===== src/output_status_config_defs.vh =====
`ifndef OUTPUT_STATUS_CONFIG_DEFS_VH
`define OUTPUT_STATUS_CONFIG_DEFS_VH
// word select code in bits 1:0
`define WORD_SELECT_CODE 2'b01
`define WORD_SELECT_LSB 0
`define WORD_SELECT_MSB 1
// field positions
`define SIGNALING_LSB 2
`define MODE_LSB 7
`define MODE_MSB 26
`define REFSTAT_FUNC_BIT 27
`define OSCSTAT_CREF_BIT 28
`define LOCK_SOURCE_BIT 29
`define SHIFT_DIV4_BIT 30
`define SHIFT_DIV8_BIT 31
// reset values of the word
`define SIGNALING_RESET 5'h1f
`define MODE_RESET 20'h0_0000
`define CONFIG_WORD_RESET 32'h0000_007d
`define WORD_WIDTH 32
// idle levels of the synchronised pins, clock at bit 0; only the latch idles high
`define PIN_IDLE_LEVELS 9'h004
`endif


===== src/output_status_config_word.v =====
// Functional notes
// RQ1: pair bit: one differential, zero single-ended
// RQ2: ten two-bit modes, bits 7 to 26
// RQ3: bit 27 low: pin shows reference status
// RQ4: bit 27 high: pin shows selected reference
// RQ5: bit 28 picks oscillator status or current reference
// RQ6: bit 29 picks digital or analog lock
// RQ7: bit 30 enables quarter shift, divide four
// RQ8: bit 31 enables quarter shift, divide eight
// RQ9: host must also pick feedback divide sixteen
// RQ10: shift active removes output divide sixteen
// RQ11: shift active switches outputs in pairs
// RQ12: host sets at most one shift bit
// RQ13: both shift bits set means no shift
// RQ14: write only, no read-back or acknowledge
// RQ15: defaults on reset and power-down
// RQ16: accept word only when select bits equal 01
`timescale 1ns/1ps
`default_nettype none
`include "output_status_config_defs.vh"
module output_status_config_word #(
   parameter WORD_BITS = `WORD_WIDTH
) (
   input wire mclk,
   input wire reset,
   input wire power_down_control,
   input wire serial_clock,
   input wire serial_data,
   input wire serial_latch,
   input wire ref_clock_status,
   input wire primary_selected,
   input wire oscillator_status,
   input wire digital_lock,
   input wire analog_lock,
   output reg [4:0] pair_signaling_select,
   output reg [19:0] output_mode,
   output reg refstat_pin,
   output reg oscillator_status_pin,
   output reg pump_current_reference,
   output reg lock_pin,
   output reg lock_detector_source,
   output reg quarter_shift_divide_four,
   output reg quarter_shift_divide_eight,
   output reg output_divide_sixteen_allowed,
   output reg outputs_switch_in_pairs
);
   // ****************************************
   // input synchronisers
   // ****************************************
   // every pin is asynchronous to mclk and passes two flops before use
   localparam PIN_COUNT = 9;
   localparam PIN_CLOCK = 0;
   localparam PIN_DATA = 1;
   localparam PIN_LATCH = 2;
   localparam PIN_POWER_DOWN = 3;
   localparam PIN_REF_STATUS = 4;
   localparam PIN_PRIMARY = 5;
   localparam PIN_OSC_STATUS = 6;
   localparam PIN_DIGITAL_LOCK = 7;
   localparam PIN_ANALOG_LOCK = 8;
   // stages start at each pin's idle level, so reset release shows no edge
   localparam [PIN_COUNT-1:0] PIN_IDLE = `PIN_IDLE_LEVELS;
   wire [PIN_COUNT-1:0] pin_raw;
   wire [PIN_COUNT-1:0] pin_sync;
   assign pin_raw[PIN_CLOCK] = serial_clock;
   assign pin_raw[PIN_DATA] = serial_data;
   assign pin_raw[PIN_LATCH] = serial_latch;
   assign pin_raw[PIN_POWER_DOWN] = power_down_control;
   assign pin_raw[PIN_REF_STATUS] = ref_clock_status;
   assign pin_raw[PIN_PRIMARY] = primary_selected;
   assign pin_raw[PIN_OSC_STATUS] = oscillator_status;
   assign pin_raw[PIN_DIGITAL_LOCK] = digital_lock;
   assign pin_raw[PIN_ANALOG_LOCK] = analog_lock;
   genvar pin;
   generate
      for (pin = 0; pin < PIN_COUNT; pin = pin + 1) begin : g_pin_sync
         reg stage_a;
         reg stage_b;
         // only the second stage is read; the first may still be settling
         always @(posedge mclk or posedge reset) begin
            if (reset) begin
               stage_a <= PIN_IDLE[pin];
               stage_b <= PIN_IDLE[pin];
            end else begin
               stage_a <= pin_raw[pin];
               stage_b <= stage_a;
            end
         end
         assign pin_sync[pin] = stage_b;
      end
   endgenerate
   wire s_clk = pin_sync[PIN_CLOCK];
   wire s_data = pin_sync[PIN_DATA];
   wire s_latch = pin_sync[PIN_LATCH];
   wire s_pd = pin_sync[PIN_POWER_DOWN];
   wire s_ref_status = pin_sync[PIN_REF_STATUS];
   wire s_primary = pin_sync[PIN_PRIMARY];
   wire s_osc_status = pin_sync[PIN_OSC_STATUS];
   wire s_digital_lock = pin_sync[PIN_DIGITAL_LOCK];
   wire s_analog_lock = pin_sync[PIN_ANALOG_LOCK];
   // ****************************************
   // edge detection
   // ****************************************
   // previous values also start idle: a latch that idles high must not
   // look like a fresh commit just after reset
   reg clk_prev;
   reg latch_prev;
   always @(posedge mclk or posedge reset) begin
      if (reset) begin
         clk_prev <= PIN_IDLE[PIN_CLOCK];
         latch_prev <= PIN_IDLE[PIN_LATCH];
      end else begin
         clk_prev <= s_clk;
         latch_prev <= s_latch;
      end
   end
   wire clk_rise = s_clk & ~clk_prev;
   wire latch_rise = s_latch & ~latch_prev;
   // ****************************************
   // shift register and stored word
   // ****************************************
   // msb first; the last bit shifted in is bit 0
   // no read-back path exists at all (see RQ14)
   reg [WORD_BITS-1:0] shifter;
   reg [WORD_BITS-1:0] word;
   always @(posedge mclk or posedge reset) begin
      if (reset) begin
         shifter <= {WORD_BITS{1'b0}};
         word <= `CONFIG_WORD_RESET;
      end else begin
         if (clk_rise & ~s_latch)
            shifter <= {shifter[WORD_BITS-2:0], s_data};
         if (s_pd)
            word <= `CONFIG_WORD_RESET; // see RQ15
         else if (latch_rise &&
                  shifter[`WORD_SELECT_MSB:`WORD_SELECT_LSB] == `WORD_SELECT_CODE)
            word <= shifter; // see RQ16
      end
   end
   // ****************************************
   // decode
   // ****************************************
   wire sh4 = word[`SHIFT_DIV4_BIT];
   wire sh8 = word[`SHIFT_DIV8_BIT];
   // both set cancels both shifts, but divide sixteen stays removed, unlike the off setting (see RQ13)
   wire eff4 = sh4 & ~sh8; // see RQ7
   wire eff8 = sh8 & ~sh4; // see RQ8
   wire shift_on = eff4 | eff8;
   // divide sixteen goes away on either bit, even when the two cancel
   wire shift_requested = sh4 | sh8;
   wire refsel = word[`REFSTAT_FUNC_BIT];
   wire cref = word[`OSCSTAT_CREF_BIT];
   wire lsrc = word[`LOCK_SOURCE_BIT];
   // ****************************************
   // per pair fields
   // ****************************************
   // each pair owns a signaling bit and two mode fields, side a below side b
   localparam PAIR_COUNT = 5;
   localparam MODE_BITS = 2;
   wire [PAIR_COUNT-1:0] next_signaling;
   wire [2*MODE_BITS*PAIR_COUNT-1:0] next_mode;
   genvar pair;
   generate
      for (pair = 0; pair < PAIR_COUNT; pair = pair + 1) begin : g_pair
         localparam MODE_A = `MODE_LSB + 2 * MODE_BITS * pair;
         localparam MODE_B = MODE_A + MODE_BITS;
         localparam OUT_A = 2 * MODE_BITS * pair;
         localparam OUT_B = OUT_A + MODE_BITS;
         // one bit sets the standard of both outputs of the pair
         assign next_signaling[pair] = word[`SIGNALING_LSB + pair]; // see RQ1
         assign next_mode[OUT_A+MODE_BITS-1:OUT_A] = word[MODE_A+MODE_BITS-1:MODE_A]; // see RQ2
         assign next_mode[OUT_B+MODE_BITS-1:OUT_B] = word[MODE_B+MODE_BITS-1:MODE_B]; // see RQ2
      end
   endgenerate
   // ****************************************
   // status pin and lock routing
   // ****************************************
   reg next_refstat;
   reg next_osc_pin;
   reg next_lock;
   always @* begin
      if (refsel) begin
         next_refstat = s_primary; // see RQ4
      end else begin
         next_refstat = s_ref_status; // see RQ3
      end
      // the shared pin gives up the status signal while it sets pump current
      if (cref) begin
         next_osc_pin = 1'b0; // see RQ5
      end else begin
         next_osc_pin = s_osc_status; // see RQ5
      end
      if (lsrc) begin
         next_lock = s_analog_lock; // see RQ6
      end else begin
         next_lock = s_digital_lock; // see RQ6
      end
   end
   // ****************************************
   // registered outputs
   // ****************************************
   // every output leaves a flop, so the pins never show decode glitches;
   // the cost is one extra mclk between a commit and the pins
   always @(posedge mclk or posedge reset) begin
      if (reset) begin
         pair_signaling_select <= `SIGNALING_RESET;
         output_mode <= `MODE_RESET;
         refstat_pin <= 1'b0;
         oscillator_status_pin <= 1'b0;
         pump_current_reference <= 1'b0;
         lock_pin <= 1'b0;
         lock_detector_source <= 1'b0;
         quarter_shift_divide_four <= 1'b0;
         quarter_shift_divide_eight <= 1'b0;
         output_divide_sixteen_allowed <= 1'b1;
         outputs_switch_in_pairs <= 1'b0;
      end else begin
         pair_signaling_select <= next_signaling; // see RQ1
         output_mode <= next_mode; // see RQ2
         refstat_pin <= next_refstat;
         oscillator_status_pin <= next_osc_pin;
         pump_current_reference <= cref; // see RQ5
         lock_pin <= next_lock;
         lock_detector_source <= lsrc; // see RQ6
         quarter_shift_divide_four <= eff4; // see RQ7
         quarter_shift_divide_eight <= eff8; // see RQ8
         output_divide_sixteen_allowed <= ~shift_requested; // see RQ10
         outputs_switch_in_pairs <= shift_on; // see RQ11
      end
   end
endmodule
`default_nettype wire


===== config.mk =====
export PLATFORM = sky130hd
export DESIGN_NAME = output_status_config_word
export DESIGN_NICKNAME = d
export VERILOG_FILES = /design/src/output_status_config_word.v
export VERILOG_INCLUDE_DIRS = /design/src
export SDC_FILE = /design/constraint.sdc
export NUM_CORES = 1
export LEC_CHECK = 0
export ABC_AREA = 1
export BUFFER_PORTS_ARGS = -buffer_cell sky130_fd_sc_hd__buf_2
export CORE_UTILIZATION = 45
export DETAILED_ROUTE_END_ITERATION = 7
export PLACE_DENSITY = 0.76
export REMOVE_ABC_BUFFERS = 1
export SLEW_MARGIN = 5
export SYNTH_ARGS = -nofsm -noshare
export SYNTH_HDL_FRONTEND = slang
export SYNTH_SLANG_ARGS = --single-unit

===== constraint.sdc =====
create_clock -name mclk -period 4.7 [get_ports mclk]
set_input_delay 0.47 -clock mclk [delete_from_list [all_inputs] [get_ports mclk]]
set_output_delay 0.47 -clock mclk [all_outputs]
set_load 0.02 [all_outputs]

==> results of run 1 <==
[worst max-delay path: stages (launching register included)]
cell     delay [ps]
dfrtp_1         420
nor2_4          500
nand2_2         550
nand2_1         330
nand2_1          90
nand2_1          70
[path summary, 6_finish.rpt]
kind                       depth (start not counted)  slack (ps)                   from                     to
max                                                5        2670             shifter[1]                word[5]
min                                                1          50           serial_latch  g_pin_sync[2].stage_a
max in group asynchronous                          3        3510                  reset            shifter[19]
min in group asynchronous                          2         150                  reset  g_pin_sync[0].stage_a
max reg2reg                                        5        2670             shifter[1]                word[5]
min reg2reg                                        0         350  g_pin_sync[4].stage_a  g_pin_sync[4].stage_b
[cell type report]
cell class	count	area, um2	area share
clock buffer	18	428	0.0870
clock inverter	14	161	0.0328
inverter	39	149	0.0303
multi-input combinational	170	896	0.182
sequential	116	2920	0.594
tap	108	135	0.0275
timing repair buffer	45	228	0.0463
[kinds of logic after synthesis]
| family | share of synthesized area |
|---|---|
| mux | 0.00553 |
| compound gates | 0.0393 |
| simple gates | 0.166 |
| fa+ha+maj | 0.00922 |
| buf+inv | 0.0627 |
| flops | 0.717 |
[stage by stage]
stage,utilization,instance area (um2),total power [mW],hold WS [ps],cells
floorplan,-,3960,1.17,331,325
global placement,0.496,4330,1.21,332,478
detailed placement,0.496,4330,1.21,335,478
CTS,0.564,4920,2.47,29.9,510
global route,0.564,4920,2.53,37.9,510
finish,0.564,4920,2.45,49.5,510
[power by group]
part / internal (mW) / switching (mW) / total, mW
registers: 1.05 / 0.0213 / 1.08
logic: 0.0295 / 0.0902 / 0.120
clock network: 0.815 / 0.441 / 1.26
total: 1.90 / 0.553 / 2.45
[layer usage]
layer,global-route usage,vias to the layer above,part of all wire
met5,0,-,0
met4,0.0930,0,0.023
met3,0.0496,15,0.048
met2,0.241,61,0.48
met1,0.184,1198,0.45
li1,-,1208,-
[state kept, by name, indices dropped and copies added, names as in the netlist, 5 cells and up]
name                   cells
shifter                   32
word                      30
output_mode               20
g_pin_sync.stage_a         9
g_pin_sync.stage_b         9
pair_signaling_select      5
[placed cells by master, fill, tap and decap left out]
| master | n |
|---|---|
| inv_2 | 2 |
| buf_4 | 1 |
| inv_4 | 1 |
| o21ai_1 | 2 |
| dfrtp_1 | 102 |
| clkbuf_8 | 2 |
| nand4_1 | 25 |
| o21ai_0 | 30 |
| clkinv_2 | 5 |
| ha_1 | 3 |
| buf_2 | 44 |
| nand3_1 | 20 |
| nor2_4 | 1 |
| nand2_1 | 74 |
| mux2_2 | 2 |
| nand3b_4 | 1 |
| nor2_1 | 1 |
| nand3_2 | 10 |
| dfstp_2 | 14 |
| nand2_2 | 1 |
| bufinv_16 | 3 |
| clkbuf_16 | 16 |
| inv_1 | 36 |
| clkinv_4 | 1 |
| clkinvlp_4 | 5 |
==> metrics.cfg, run 1 <==
[worst_setup_path]
critPathArrivalTime_ps = 2500
worstSetupPathType = reg -> reg
crit_fanout = 31
endpoint_kind = register
worstSetupStartpointType = register
critPathRequiredTime_ps = 5160

[routing]
ant_nets = 0
wire_per_inst_um = 12.7
vias = 2482
dr.first_iter.drc_count = 113
drt_first_pass_iters = 4
drc = 0
drt_wl_total_um = 6470
vias_per_cell = 4.87

[place]
place_hpwl_um = 3550
place_ws_ps = 2680
gp_congestion = 0.718
port_buffers = 44

[sta]
clock_skew_ps = 6.88
fin_tns_setup_ps = 0
period_share = 0.432
final.min_clock_period_ps = 2030
finalHoldViolations = 0
post-route-worst-setup-slack_ps = 2670
max_freq_mhz = 492
rsz0062_at_grt = no
finalSetupViolCount = 0
slew_viol_final = 0
worst_pin_slew_ps = 1050
slew_headroom = 0.297

[cts]
cts_resized = 0
cts_tree = yes
cts_buffer_depth = 2
htreeDepth = 4
cts.clk_slew.worst_paths_ps = 60
cts_buffers = 17
cts.sinks = 116
cts_setup_buffers = 0
clk_latency_ps = 520
root_buffer = clkbuf_8
cts_hold_buf = 0

[job]
drv_cap = 0

[logic_synthesis]
synth_seq_area_share = 0.717
synth_area_leaders = dfrtp_1 63%, dfstp_2 9.0%, nand2_1 6.8%
ys.flop_type = dfrtp_1
postSynthAreaPerCell_um2 = 11.8
synth_most_common_cell = dfrtp_1
synth.distinct_cells = 22
synth_edf_count = 0
ys_ff_latch = 116
ys_top_cells_by_count = 102 x dfrtp_1, 74 x nand2_1, 37 x inv_1
synthDominantCellAreaShare = 0.627
synth_area_um2 = 4070
synth_largest_area_cell = dfrtp_1
ys.warnings.count = 0
netlist_instances = 344
async_flop_share = 1.00

[floorplanning]
die-height_um = 97.1
coreArea_um2 = 8720
rows = 34
die_area_um2 = 9430
die_x_um = 97.1
ios = 45
initial_core_util = 0.467

[final_layout]
areaGrowthSynthToFinish_pct = 20.8
nNetsFinal = 403
post_route_cells_drive_above_1_share = 0.271
nFillCells = 683
antenna_cells = 0

[global_route]
grt_max_degree = 75
grt_pass1_vias = 2517
grt.total_usage = 0.153
grt_pass1_wl_um = 11200
grt_overflow = 0
grt_antenna_before_repair = 0

[power]
leakagePower_nw = 2.46
ir_drop_uv = 266
cellPowerDensity_nw_per_um2 = 499

[worst_hold_path]
hold_path.class = in -> reg

[status]
run_status = finished clean

Note: power is estimated with default switching activity, not from simulation.
==> run 2, diff against run 1 <==
--- a/config.mk
+++ b/config.mk
@@ -10,7 +10,7 @@
 export BUFFER_PORTS_ARGS = -buffer_cell sky130_fd_sc_hd__buf_2
 export CORE_UTILIZATION = 45
 export DETAILED_ROUTE_END_ITERATION = 7
-export PLACE_DENSITY = 0.76
+export PLACE_DENSITY = 0.78
 export REMOVE_ABC_BUFFERS = 1
 export SLEW_MARGIN = 5
 export SYNTH_ARGS = -nofsm -noshare
==> constraint.sdc (replaced) <==
create_clock -name mclk -period 1.7 [get_ports mclk]
set_input_delay 0.17 -clock mclk [delete_from_list [all_inputs] [get_ports mclk]]
set_output_delay 0.17 -clock mclk [all_outputs]
set_load 0.02 [all_outputs]
==> run 2 against run 1 <==
Maximum frequency is 44% higher. Via count is 3.0% higher. Flip-flop and latch count stayed put. Die area stayed put. Critical path depth is 2 lower. Core utilization is 1.9 points higher. Largest power group unchanged. Critical endpoint is now shifter[5]. Register-to-register slack worse by 2400 ps. Clock-buffer cell count is 4 higher.
==> metrics.cfg, run 2 (same netlist as run 1, synthesis figures left out) <==
[status]
run_status = finished clean

[floorplanning]
die-height_um = 97.1
die_area_um2 = 9430
initial_core_util = 0.467
die_x_um = 97.1
rows = 34
coreArea_um2 = 8720
ios = 45

[final_layout]
final_common_cell = dfrtp_1
post_route_cells_drive_above_1_share = 0.268
top_register = shifter
antenna_cells = 0
areaGrowthSynthToFinish_pct = 24.8
layout_common_cells = 102 x dfrtp_1, 74 x nand2_1, 44 x buf_2
top_regs = shifter x32, word x30, output_mode x20
nFillCells = 682
largest_reg_flops = 32
nNetsFinal = 419
multi_input_area_um2 = 896
seqCellArea_um2 = 2920
instances_no_fill = 526

[place]
place_ws_ps = 287
gp_congestion = 0.732
dpl.cell_count = 484
place_hpwl_um = 3960
port_buffers = 44

[power]
comb_power_share = 0.058
intPower_mw = 5.18
clkPwrFrac = 0.497
netSwitchingPower_mw = 1.51
leakagePower_nw = 2.55
ir_drop_uv = 707
pwr-share-seq = 0.445
switching_share = 0.226
cellPowerDensity_nw_per_um2 = 1320

[worst_setup_path]
worstSetupPathType = reg -> reg
critPathArrivalTime_ps = 1810
critPathMaxStageDelay_ps = 440
endpoint_kind = register
r2r_setup_slack_ps = 290
cp_cell_sequence = inv_1 > nand3b_4 > o21ai_0
crit_fanout = 64
worstSetupStartpointType = register
critPathRequiredTime_ps = 2100
r2r_cells = 3
cp_slowest_cell = nand3b_4
r2r-end = shifter[5]
reg2reg_from = g_pin_sync[2].stage_b

[worst_hold_path]
hold_path.class = in -> async

[cts]
cts.sinks = 116
cts_tree = yes
root_buffer = clkbuf_8
htreeDepth = 4
cts_resized = 0
cts.clk_slew.worst_paths_ps = 50
cts_buffer_depth = 2
clk_latency_ps = 520
cts_buffers = 17

[global_route]
grt_overflow = 0
grt_pass1_vias = 2544
grt.total_usage = 0.167
grt_pass1_wl_um = 12000
grt_max_degree = 65
grt_antenna_before_repair = 0

[sta]
clock_skew_ps = 6.77
finalSetupViolCount = 0
finalHoldViolations = 0
fin_tns_setup_ps = 0
slew_headroom = 0.622
post-route-worst-setup-slack_ps = 288
worst_pin_slew_ps = 566
max_freq_mhz = 708
final.min_clock_period_ps = 1410
slew_viol_final = 0
period_share = 0.831
rsz0062_at_grt = no

[routing]
vias_per_cell = 4.86
dr.first_iter.drc_count = 153
wire_per_inst_um = 13.6
drc = 0
drt_wl_total_um = 7170
ant_nets = 0
drt_first_pass_iters = 7
vias = 2556

[job]
drv_cap = 0

run 2: metrics by stage:
step           total power [mW]  hold WS, ps  utilization  area (um2)
6_report                   6.69          230        0.583        5080
5_1_grt                    6.93          257        0.583        5080
4_1_cts                    6.75          227        0.583        5080
3_5_place_dp               3.39          233        0.507        4420
3_3_place_gp               3.37          214        0.507        4420
2_1_floorplan              3.25          174            -        3960
run 2: worst max-delay path: cells and delay by family, from the launching register on:
kind	cells	cell delay, ps
and+or+nand+nor	1	440
DFF	1	370
buffers and inverters	1	80
AOI/OAI and AO/OA	1	400
run 2: area by class of cell:
cell class / count / area share
flip-flops and latches: 116 / 0.575
multi-input cells: 170 / 0.176
clock buffers: 22 / 0.0891
repair buffers: 61 / 0.0832
inverters: 39 / 0.0293
well taps: 108 / 0.0266
clock inverters: 10 / 0.0209
run 2: routing by layer:
layer  wire [um]  track usage  share of wire
met1        3050        0.198           0.43
met5           0            0              0
met4         114       0.0861          0.016
met3         418       0.0640          0.058
met2        3590        0.264           0.50
run 2: timing repair:
action,CTS,global route
hold buffers,10,0
endpoints found under the hold margin,38,0
setup buffers,0,0
run 2: worst max-delay path by stage:
stage,start,end,slack (ps),cells after the start
after CTS,g_pin_sync[2].stage_b,shifter[5],260,3
after global placement,g_pin_sync[2].stage_b,shifter[3],370,3
after global routing,g_pin_sync[2].stage_b,shifter[16],100,3
after floorplan,reset,clk_prev,-1520,1
after detailed placement,g_pin_sync[2].stage_b,shifter[11],290,3
final,g_pin_sync[2].stage_b,shifter[5],290,3
run 2: power groups by stage:
stage / clock network (mW) / registers (mW) / logic, mW
6_report: 3.33 / 2.98 / 0.387
5_1_grt: 3.52 / 2.99 / 0.427
4_1_cts: 3.38 / 2.98 / 0.392
3_5_place_dp: 0 / 3.02 / 0.369
3_3_place_gp: 0 / 3.01 / 0.357
2_1_floorplan: 0 / 3.04 / 0.203
==> run 3, diff against run 2 <==
--- a/config.mk
+++ b/config.mk
@@ -10,7 +10,7 @@
 export BUFFER_PORTS_ARGS = -buffer_cell sky130_fd_sc_hd__buf_2
 export CORE_UTILIZATION = 45
 export DETAILED_ROUTE_END_ITERATION = 7
-export PLACE_DENSITY = 0.78
+export PLACE_DENSITY = 0.76
 export REMOVE_ABC_BUFFERS = 1
 export SLEW_MARGIN = 5
 export SYNTH_ARGS = -nofsm -noshare
==> constraint.sdc (replaced) <==
create_clock -name mclk -period 1.4 [get_ports mclk]
set_input_delay 0.14 -clock mclk [delete_from_list [all_inputs] [get_ports mclk]]
set_output_delay 0.14 -clock mclk [all_outputs]
set_load 0.02 [all_outputs]
==> run 3 against run 2 <==
Global-route usage rose by 0.45 points. Die area did not move. Critical path depth fell by 2. Via count fell by 0.16%. First-iteration DRC count rose by 3.3%. Final cell count rose by 1.1%. Sequential power rose by 21%. Flip-flop and latch count did not move. Register-to-register slack got worse by 160 ps. Worst setup slack got worse by 220 ps.
==> metrics.cfg, run 3 (same netlist as run 1, synthesis figures left out) <==
[status]
run_status = finished clean

[global_route]
grt.total_usage = 0.171
grt_pass1_wl_um = 12200
grt_max_degree = 39
grt_antenna_before_repair = 0
grt_pass1_vias = 2603
grt_overflow = 0

[power]
intPower_mw = 6.31
leakagePower_nw = 2.58
netSwitchingPower_mw = 1.85
clkPwrFrac = 0.497
switching_share = 0.226
cellPowerDensity_nw_per_um2 = 1590
ir_drop_uv = 793
pwr-share-seq = 0.444
comb_power_share = 0.060

[cts]
cts.sinks = 116
cts_resized = 0
cts_buffers = 17
cts_buffer_depth = 2
root_buffer = clkbuf_8
htreeDepth = 4
cts.clk_slew.worst_paths_ps = 50
cts_tree = yes
clk_latency_ps = 520

[floorplanning]
coreArea_um2 = 8720
die-height_um = 97.1
initial_core_util = 0.467
die_area_um2 = 9430
rows = 34
die_x_um = 97.1
ios = 45

[sta]
max_freq_mhz = 751
period_share = 0.951
clock_skew_ps = 6.73
slew_viol_final = 0
finalSetupViolCount = 0
final.min_clock_period_ps = 1330
finalHoldViolations = 0
slew_headroom = 0.775
rsz0062_at_grt = no
worst_pin_slew_ps = 337

[routing]
drt_first_pass_iters = 5
vias = 2552
ant_nets = 0
dr.first_iter.drc_count = 158
drt_wl_total_um = 7150
drc = 0
wire_per_inst_um = 13.4
vias_per_cell = 4.80

[worst_setup_path]
cp_slowest_cell = dfstp_2
path_delay_family = flip-flops
cp_cell_sequence = buf_2
critPathBufInv = 1
setup.worst_path.start = pair_signaling_select[2]
critPathRequiredTime_ps = 1260
critPathMaxStageDelay_ps = 520
r2r_cells = 7
worstSetupPathType = reg -> out
worstSetupStartpointType = register
crit_fanout = 1
endpoint_kind = output pin
reg2reg_from = g_pin_sync[2].stage_b
critPathArrivalTime_ps = 1190
crit_cells = 1

[place]
place_hpwl_um = 4220
place_area_um2 = 4480
dpl.cell_count = 490
port_buffers = 44
gp_congestion = 0.738

[final_layout]
nFillCells = 680
largest_reg_flops = 32
multi_input_area_um2 = 896
nNetsFinal = 425
seqCellArea_um2 = 2920
areaGrowthSynthToFinish_pct = 26.3
instances_no_fill = 532
top_regs = shifter x32, word x30, output_mode x20
final_common_cell = dfrtp_1
design_area_um2 = 5140
top_register = shifter
antenna_cells = 0
layout_common_cells = 102 x dfrtp_1, 74 x nand2_1, 44 x buf_2
post_route_cells_drive_above_1_share = 0.278

[job]
drv_cap = 0

[worst_hold_path]
hold_path.class = in -> async

run 3: cell count changes in the layout (fill, tap and decap cells not counted):
cell	change
buf_4	+5
clkinvlp_4	+2
buf_12	+1
clkinv_2	-1
clkinv_4	-1
run 3: routing by layer:
layer,vias up,track usage,share of wire
met5,-,0,0
met4,0,0.0896,0.027
met3,23,0.0691,0.045
met2,58,0.264,0.49
met1,1225,0.207,0.44
li1,1246,-,-
run 3: final cells by class:
cell class | count | share of cell area
Sequential cell | 116 | 0.568
Multi-Input combinational cell | 170 | 0.174
Timing Repair Buffer | 67 | 0.0935
Clock buffer | 22 | 0.0881
Inverter | 39 | 0.0290
Tap cell | 108 | 0.0263
Clock inverter | 10 | 0.0209
run 3: stage by stage:
| step | setup WS, ps | hold WS (ps) | setup TNS [ps] | total power [mW] | util |
|---|---|---|---|---|---|
| after floorplan | -1790 | 144 | -209900 | 3.94 | - |
| after detailed placement | 150 | 140 | 0 | 4.14 | 0.514 |
| after global routing | 27.3 | 172 | 0 | 8.46 | 0.590 |
| after global placement | 218 | 136 | 0 | 4.11 | 0.514 |
| final | 68.8 | 141 | 0 | 8.15 | 0.590 |
| after CTS | 52.2 | 137 | 0 | 8.22 | 0.590 |
run 3: timing repair:
| action | in CTS | in global routing |
|---|---|---|
| buffers inserted | 0 | 0 |
| endpoints found under the hold margin | 111 | 0 |
| hold buffers | 10 | 0 |
run 3: final timing paths:
path / to / slack (ps)
min in group mclk: g_pin_sync[6].stage_a / 260
hold / removal: word[27] / 140
hold reg to reg: g_pin_sync[4].stage_b / 350
setup / recovery: pair_signaling_select[2] / 70
max in group asynchronous: word[6] / 720
setup reg to reg: word[5] / 130
run 3: power by group through the flow:
stage / sequential (mW) / combinational [mW] / clock (mW)
finish: 3.62 / 0.489 / 4.05
global route: 3.63 / 0.546 / 4.28
CTS: 3.62 / 0.497 / 4.11
detailed placement: 3.67 / 0.468 / 0
global placement: 3.66 / 0.453 / 0
floorplan: 3.69 / 0.246 / 0
